`config.mk`:
```
export PLATFORM = sky130hd
export DESIGN_NAME = dram_seq
export DESIGN_NICKNAME = d
export VERILOG_FILES = /design/src/hw/dram_seq_pkg.sv /design/src/hw/dram_seq.sv /design/src/hw/dram_seq_fifo.sv
export VERILOG_INCLUDE_DIRS = /design/src /design/src/hw
export SDC_FILE = /design/constraint.sdc
export NUM_CORES = 1
export LEC_CHECK = 0
export ABC_AREA = 1
export BUFFER_PORTS_ARGS = -buffer_cell sky130_fd_sc_hd__clkbuf_2
export CAP_MARGIN = 30
export CORE_MARGIN = 1
export CORE_UTILIZATION = 60
export DETAILED_ROUTE_END_ITERATION = 8
export PLACE_DENSITY = 0.77
export SLEW_MARGIN = 20
export SYNTH_ARGS = -nofsm -noshare
export SYNTH_HDL_FRONTEND = slang
export SYNTH_SLANG_ARGS = --single-unit
```
`constraint.sdc`:
```
create_clock -name clock -period 4 [get_ports clock]
set_clock_uncertainty 0.2 [all_clocks]
set_input_delay 0.8 -clock clock [delete_from_list [all_inputs] [get_ports clock]]
set_output_delay 0.8 -clock clock [all_outputs]
set_load 0.02 [all_outputs]
```
`src/hw/dram_seq_map.svh`:
```
// timing constants and refresh interval and row count for the dram access sequencer
// Operation
// - column strobe falls two cycles after row
// - write strobe falls three cycles before column
// - row address one cycle before, held one after
// - write data three before, three after column fall
// - read data captured at column strobe rise
`ifndef DRAM_SEQ_MAP_SVH
`define DRAM_SEQ_MAP_SVH
`define RAS_LOW_CYC 4'h5
`define RAS_HIGH_CYC 4'h3
`define RCD_CYC 4'h2
`define CAS_LOW_CYC 4'h3
`define WCS_CYC 4'h3
`define WDH_CYC 4'h3
`define RD_SYNC_CYC 4'h2
`define ADS_CYC 4'h1
`define REF_INTERVAL_US 1400
`define REF_ROWS 1024
`endif

```
`src/hw/dram_seq_pkg.sv`:
```
// types for the dram access sequencer
package dram_seq_pkg;
  typedef enum logic [2:0] {
    st_idle,
    st_row,
    st_cas,
    st_pre
  } seq_state_t;
  typedef enum logic [1:0] {
    op_read,
    op_write,
    op_refresh
  } op_t;
endpackage

```
`src/hw/dram_seq.sv`:
```
// page-mode dram access sequencer with request fifo and refresh timer
`timescale 1ns/1ps
`default_nettype none
`include "dram_seq_map.svh"
module dram_seq #(
  parameter int CLOCK_MHZ = 40,
  parameter int REF_PERIOD_CYC =
    (`REF_INTERVAL_US * CLOCK_MHZ) / `REF_ROWS,
  parameter int DEPTH = 16
) (
  input wire logic clock,
  input wire logic srst,
  input wire logic memory_system_on,
  input wire logic decode_sequence_enable,
  input wire logic req_valid,
  output logic req_ready,
  input wire logic req_write,
  input wire logic [9:0] req_row,
  input wire logic [9:0] req_col,
  input wire logic [3:0] req_wdata,
  output logic rd_valid,
  output logic [3:0] rd_data,
  output logic row_strobe_n,
  output logic column_strobe_n,
  output logic output_enable_n,
  output logic write_strobe_n,
  output logic [9:0] mux_address_lines,
  output logic [3:0] memory_data_lines_o,
  output logic memory_data_lines_oe,
  input wire logic [3:0] memory_data_lines_i
);
  localparam int RW = 12;
  localparam int FW = 25;
  logic [FW-1:0] f_data;
  logic f_valid;
  logic f_pop;
  logic fifo_ready;
  dram_seq_pkg::seq_state_t st_q;
  dram_seq_pkg::op_t op_q;
  logic [3:0] cnt_q;
  logic [9:0] col_q;
  logic [RW-1:0] ref_cnt_q;
  logic ref_pend_q;
  logic [9:0] ref_row_q;
  logic [3:0] din_s1_q;
  logic [3:0] din_s2_q;
  logic req_ready_q;

  ////////////////////////////////////////////////////////////////////
  dram_seq_fifo #(.WIDTH(FW), .DEPTH(DEPTH)) u_fifo (
    .clock(clock),
    .srst(srst),
    .in_valid(req_valid && req_ready_q),
    .in_ready(fifo_ready),
    .in_data({req_write, req_row, req_col, req_wdata}),
    .out_valid(f_valid),
    .out_ready(f_pop),
    .out_data(f_data)
  );

  // ready drops for a cycle after each take so that the registered
  // copy never promises a slot that the last push has just filled
  always_ff @(posedge clock) begin
    if (srst) begin
      req_ready_q <= 1'b0;
    end else begin
      req_ready_q <= fifo_ready && !(req_valid && req_ready_q);
    end
  end
  assign req_ready = req_ready_q;

  ////////////////////////////////////////////////////////////////////
  // refresh only while the memory system decodes; one row per period
  always_ff @(posedge clock) begin
    if (srst) begin
      ref_cnt_q <= '0;
      ref_pend_q <= 1'b0;
    end else if (!(memory_system_on && decode_sequence_enable)) begin
      ref_cnt_q <= '0;
      ref_pend_q <= 1'b0;
    end else begin
      if (ref_cnt_q == RW'(REF_PERIOD_CYC - 1)) begin
        ref_cnt_q <= '0;
      end else begin
        ref_cnt_q <= ref_cnt_q + 1'b1;
      end
      // pending set wins over the clear on start
      if (ref_cnt_q == RW'(REF_PERIOD_CYC - 1)) begin
        ref_pend_q <= 1'b1;
      end else if (st_q == dram_seq_pkg::st_idle) begin
        ref_pend_q <= 1'b0;
      end
    end
  end

  ////////////////////////////////////////////////////////////////////
  // data pins are off-domain: two stages before use; the first stage
  // takes the pin on the very edge on which cas rises
  always_ff @(posedge clock) begin
    din_s1_q <= memory_data_lines_i;
    din_s2_q <= din_s1_q;
  end

  // fifo pop only when idle and no refresh outranks it
  assign f_pop = (st_q == dram_seq_pkg::st_idle) && !ref_pend_q
    && f_valid && memory_system_on;

  // refresh cycles are ras-only and never touch the column side
  // or the data pins
  function automatic logic uses_column(input dram_seq_pkg::op_t op);
    return op != dram_seq_pkg::op_refresh;
  endfunction

  ////////////////////////////////////////////////////////////////////
  // access sequence: setup, ras low, cas low, precharge
  always_ff @(posedge clock) begin
    if (srst) begin
      st_q <= dram_seq_pkg::st_idle;
      op_q <= dram_seq_pkg::op_read;
      cnt_q <= '0;
      col_q <= '0;
      ref_row_q <= '0;
      row_strobe_n <= 1'b1;
      column_strobe_n <= 1'b1;
      output_enable_n <= 1'b1;
      write_strobe_n <= 1'b1;
      mux_address_lines <= '0;
      memory_data_lines_o <= '0;
      memory_data_lines_oe <= 1'b0;
    end else begin
      cnt_q <= cnt_q + 1'b1;
      unique case (st_q)
        dram_seq_pkg::st_idle: begin
          cnt_q <= '0;
          // refresh outranks queued requests
          if (ref_pend_q) begin
            op_q <= dram_seq_pkg::op_refresh;
            mux_address_lines <= ref_row_q;
            ref_row_q <= ref_row_q + 1'b1;
            st_q <= dram_seq_pkg::st_row;
          end else if (f_pop) begin
            op_q <= f_data[24] ? dram_seq_pkg::op_write
                               : dram_seq_pkg::op_read;
            mux_address_lines <= f_data[23:14];
            col_q <= f_data[13:4];
            st_q <= dram_seq_pkg::st_row;
            // setup plus ras-to-cas is just three, so the write lead of
            // three has to start here, before ras falls
            if (f_data[24]) begin
              write_strobe_n <= 1'b0;
              memory_data_lines_o <= f_data[3:0];
              memory_data_lines_oe <= 1'b1;
            end else begin
              output_enable_n <= 1'b0;
            end
          end
        end
        dram_seq_pkg::st_row: begin
          // one cycle of row address setup ends here
          if (cnt_q == `ADS_CYC - 4'h1) begin
            row_strobe_n <= 1'b0;
            cnt_q <= '0;
            st_q <= dram_seq_pkg::st_cas;
          end
        end
        dram_seq_pkg::st_cas: begin
          // ras fell at count 0; address held one cycle then column
          if (cnt_q == `ADS_CYC - 4'h1 && uses_column(op_q)) begin
            mux_address_lines <= col_q;
          end
          // cas falls two after ras with the column set one before
          if (cnt_q == `RCD_CYC - 4'h1 && uses_column(op_q)) begin
            column_strobe_n <= 1'b0;
          end
          // read data is taken on this edge, before cas rises
          if (cnt_q == `RCD_CYC + `CAS_LOW_CYC - 4'h1) begin
            column_strobe_n <= 1'b1;
          end
          if (cnt_q == `RCD_CYC + `WDH_CYC - 4'h1) begin
            memory_data_lines_oe <= 1'b0;
            write_strobe_n <= 1'b1;
            output_enable_n <= 1'b1;
          end
          // ras and cas rise together; precharge counts from here
          if (cnt_q == `RAS_LOW_CYC - 4'h1) begin
            row_strobe_n <= 1'b1;
            cnt_q <= '0;
            st_q <= dram_seq_pkg::st_pre;
          end
        end
        dram_seq_pkg::st_pre: begin
          // ras stays high for its minimum before the next access
          if (cnt_q == `RAS_HIGH_CYC - 4'h1) begin
            st_q <= dram_seq_pkg::st_idle;
          end
        end
        default: begin
          st_q <= dram_seq_pkg::st_idle;
        end
      endcase
    end
  end

  ////////////////////////////////////////////////////////////////////
  // the pin value seen at the cas-rise edge leaves the synchroniser
  // two edges later, early in precharge; that latency is the price
  // of the two stages on the off-domain data pins
  always_ff @(posedge clock) begin
    if (srst) begin
      rd_valid <= 1'b0;
      rd_data <= '0;
    end else begin
      rd_valid <= 1'b0;
      if (st_q == dram_seq_pkg::st_pre && op_q == dram_seq_pkg::op_read
          && cnt_q == `RD_SYNC_CYC - 4'h1) begin
        rd_data <= din_s2_q;
        rd_valid <= 1'b1;
      end
    end
  end
endmodule
`default_nettype wire

```
`src/hw/dram_seq_fifo.sv`:
```
// parameterised flip-flop fifo with valid/ready on both sides
`timescale 1ns/1ps
`default_nettype none
module dram_seq_fifo #(
  parameter int WIDTH = 24,
  parameter int DEPTH = 16
) (
  input wire logic clock,
  input wire logic srst,
  input wire logic in_valid,
  output logic in_ready,
  input wire logic [WIDTH-1:0] in_data,
  output logic out_valid,
  input wire logic out_ready,
  output logic [WIDTH-1:0] out_data
);
  localparam int AW = $clog2(DEPTH);
  logic [WIDTH-1:0] mem_q [DEPTH];
  logic [AW-1:0] wr_q;
  logic [AW-1:0] rd_q;
  logic [AW:0] cnt_q;
  logic push;
  logic pop;

  assign in_ready = cnt_q != DEPTH[AW:0];
  assign out_valid = cnt_q != '0;
  assign out_data = mem_q[rd_q];
  assign push = in_valid && in_ready;
  assign pop = out_valid && out_ready;

  always_ff @(posedge clock) begin
    if (push) begin
      mem_q[wr_q] <= in_data;
    end
  end

  always_ff @(posedge clock) begin
    if (srst) begin
      wr_q <= '0;
      rd_q <= '0;
      cnt_q <= '0;
    end else begin
      if (push) begin
        wr_q <= (wr_q == AW'(DEPTH - 1)) ? '0 : wr_q + 1'b1;
      end
      if (pop) begin
        rd_q <= (rd_q == AW'(DEPTH - 1)) ? '0 : rd_q + 1'b1;
      end
      cnt_q <= cnt_q + {{AW{1'b0}}, push} - {{AW{1'b0}}, pop};
    end
  end
endmodule
`default_nettype wire

```
==> flow_summary.toml <==
[die]
dieArea_um2 = 34650
initial_core_util_pct = 60.83
core_area_um2 = 33450
io_pins = 59
std_cell_rows = 67
die_x_um = 186.1
die_y_um = 186.1

[synthesis]
synthTopCellsByCount = "edfxtp_1 (400), nand2_1 (342), nor2_1 (251)"
yosys.area_share.adder_pct = 1.451
yosys_warnings = 0
syn_inst = 1885
synth-xor-area-share_pct = 0.4305
synth.avg_cell_area_um2 = 10.79
ys_async_sr_fraction_pct = 0
synth_fp_nets = 1942
synth_seq_cells = 491
synth_area_um2 = 20350
ys_types = 38
synth_compound_area_share_pct = 6.968
synth_top_family_by_area = "simple AND/OR/NAND/NOR gates"
yosysTopAreaCell = "edfxtp_1"
synthMostInstantiatedCell = "edfxtp_1"
yosysSeqAreaShare_pct = 67.99
yosys.area_share.simple_pct = 16.80
synthMuxAreaShare_pct = 0
synth-edff-count = 400
ys_top_cells_by_area = "edfxtp_1 (59%), dfxtp_1 (9.0%), nand2_1 (6.3%), nand3_1 (4.7%), nor2_1 (4.6%)"
synth.top_cell.area_share_pct = 59.04
synth_flop_cell = "edfxtp_1"

[detailed_routing]
routed_wl_um = 46230
m1WireLength_um = 18600
ant_nets = 0
wl_met2_um = 22830
vias_per_cell = 5.712
wl_per_cell_um = 19.16
drc = 0
top_layer = "met5"
route.met3.wl_um = 3667
dr.first_iter.drc_count = 1500
num_vias = 13780
dr.pass1.iters = 6

[grt]
gr-total-overflow = 0
grt_util_all_layers_pct = 27.78
antenna_found_initial = 3
grt_pass1_vias = 13290
grt_start_max_net_pins = 156
grt_pass1_wl_um = 72310

[finish]
fin_util_pct = 68.15
multi_input_area_um2 = 5336
seq_area_um2 = 13840
syn_to_final_growth_pct = 12.04
final_net_count = 1983
diodes = 0
final_layout_size_suffix_gt1_share_pct = 10.43
fillers = 2371
fin_area_um2 = 22790

[power]
power_uw = 13940
p_comb_share_pct = 22.8
ir_drop_v = 0.0004861
switchingPower_uw = 4325
seqPwrFrac_pct = 42.7
power_leakage_uw = 0.008743
p_clk_share_pct = 34.5
p_int_uw = 9616
p_per_area_nw_per_um2 = 611.6
swShare_pct = 31.02

[clock_network]
worstSkewPairLatency_ns = 0.59
post_cts_buffers = 0
htreeDepth = 2
cts-resized-gates = 0
cts_sinks = 491
cts_buffers = 49
root_buffer = "clkbuf_16"
ctsHoldBuffers = 0
cts_tree = "done"
clk_path_buf_depth = 3
path_clk_slew_ns = 0.06

[sta]
tns_ns = 0
rsz0062_at_grt = "no"
setup_viol = 0
tightest_slew_ns = 0.8848
hold_viol_final = 0
max_freq_ghz = 0.3309
max_slew_margin_pct = 40.88
slew_violations = 0
fin_crit_ns = 3.022
period_share_pct = 75.55

[job]
cap_violations = 0

[worst_hold_path]
hold_path.class = "reg2reg"

[setup_path]
cp.required_ns = 4.30
end_kind = "flop"
crit_arrival_ns = 3.33
critPathKind = "reg2reg"
start_kind = "flop"
crit_fanout = 14

[placement]
port_buffers = 58
dp_hpwl_um = 27350
gp_congestion = 0.8540
place_area_um2 = 21070

[outcome]
status = "complete, no violations"
cells by family (layout without fill, tap and decap cells):
logic type,count (synthesis),after routing
AOI/OAI and AO/OA,245,245
xor gates and xnor gates,10,10
adders and majority gates,23,23
buffers and inverters,293,373
DFF,491,491
and+or+nand+nor,823,823
critical path, cell delays in order (launching register included):
cell	delay, ns
dfxtp_1	0.63
inv_1	0.32
nand2_1	0.13
nor2_1	0.05
nand2_1	0.06
buf_4	0.17
inv_1	0.07
nand2_1	0.12
nand2_1	0.08
ha_1	0.21
fa_1	0.43
nand2_1	0.08
a21oi_1	0.06
nor2_1	0.12
o21ai_0	0.09
a21oi_1	0.12
state kept, by name (all words and copies together), names as in the netlist, 5 cells and up, named ones only:
register           cells
u_fifo.mem_q         400
ref_cnt_q             12
col_q                 10
mux_address_lines     10
ref_row_q             10
u_fifo.cnt_q           5
through the flow:
step	hold slack [ns]	instances	setup WS, ns
after global placement	0.1118	2322	0.9556
final	0.1258	2413	0.9781
after global routing	0.1177	2413	0.7257
after detailed placement	0.1121	2322	0.9228
after CTS	0.1125	2412	0.9862
after floorplan	0.1096	1885	0.3300
routing by layer:
metal | up-vias | GRT usage (%)
met5 | - | 0
met4 | 6 | 8.918
met3 | 93 | 4.478
met2 | 581 | 46.72
met1 | 6604 | 37.24
li1 | 6499 | -
power groups by stage:
stage / Clock (µW) / Combinational [µW] / Sequential (µW)
final: 4800 / 3180 / 5950
after global routing: 5020 / 3580 / 5980
after CTS: 4830 / 3160 / 5950
after detailed placement: 0 / 3120 / 6060
after global placement: 0 / 3050 / 6050
after floorplan: 0 / 2290 / 6060
final timing paths:
path | from | slack, ns | cells after the start | to
max | ref_pend_q | 0.98 | 15 | u_fifo.cnt_q[4]
min | din_s1_q[2] | 0.13 | 0 | din_s2_q[2]
max reg2reg | ref_pend_q | 0.98 | 15 | u_fifo.cnt_q[4]
min reg2reg | din_s1_q[2] | 0.13 | 0 | din_s2_q[2]
cell type report:
cell class	instances	share of cell area [%]
sequential	491	60.73
multi-input combinational	1101	23.41
clock buffer	63	5.829
inverter	195	3.222
timing repair buffer	88	2.734
tap	448	2.459
clock inverter	27	1.619
cells in the final DEF (no fill, tap or decap), drive strengths merged:
cell	netlist	routed
ha	22	22
a21oi	49	49
fa	1	1
buf	63	30
clkinv	1	15
o22ai	5	5
nand3	193	193
nand3b	2	2
nor2	254	254
edfxtp	400	400
nand4	6	6
nor3b	3	3
o31ai	2	2
a31oi	3	3
o211ai	40	40
nor4	2	2
and3	3	3
xnor2	3	3
o21ai	132	132
nand2	344	344
xor2	7	7
dfxtp	91	91
bufinv	0	8
a221o	1	1
inv	194	196
nor3	13	13
clkinvlp	0	3
or2	3	3
clkbuf	35	121
a31o	1	1
o221ai	12	12
Note: power is estimated with default switching activity, not from simulation.
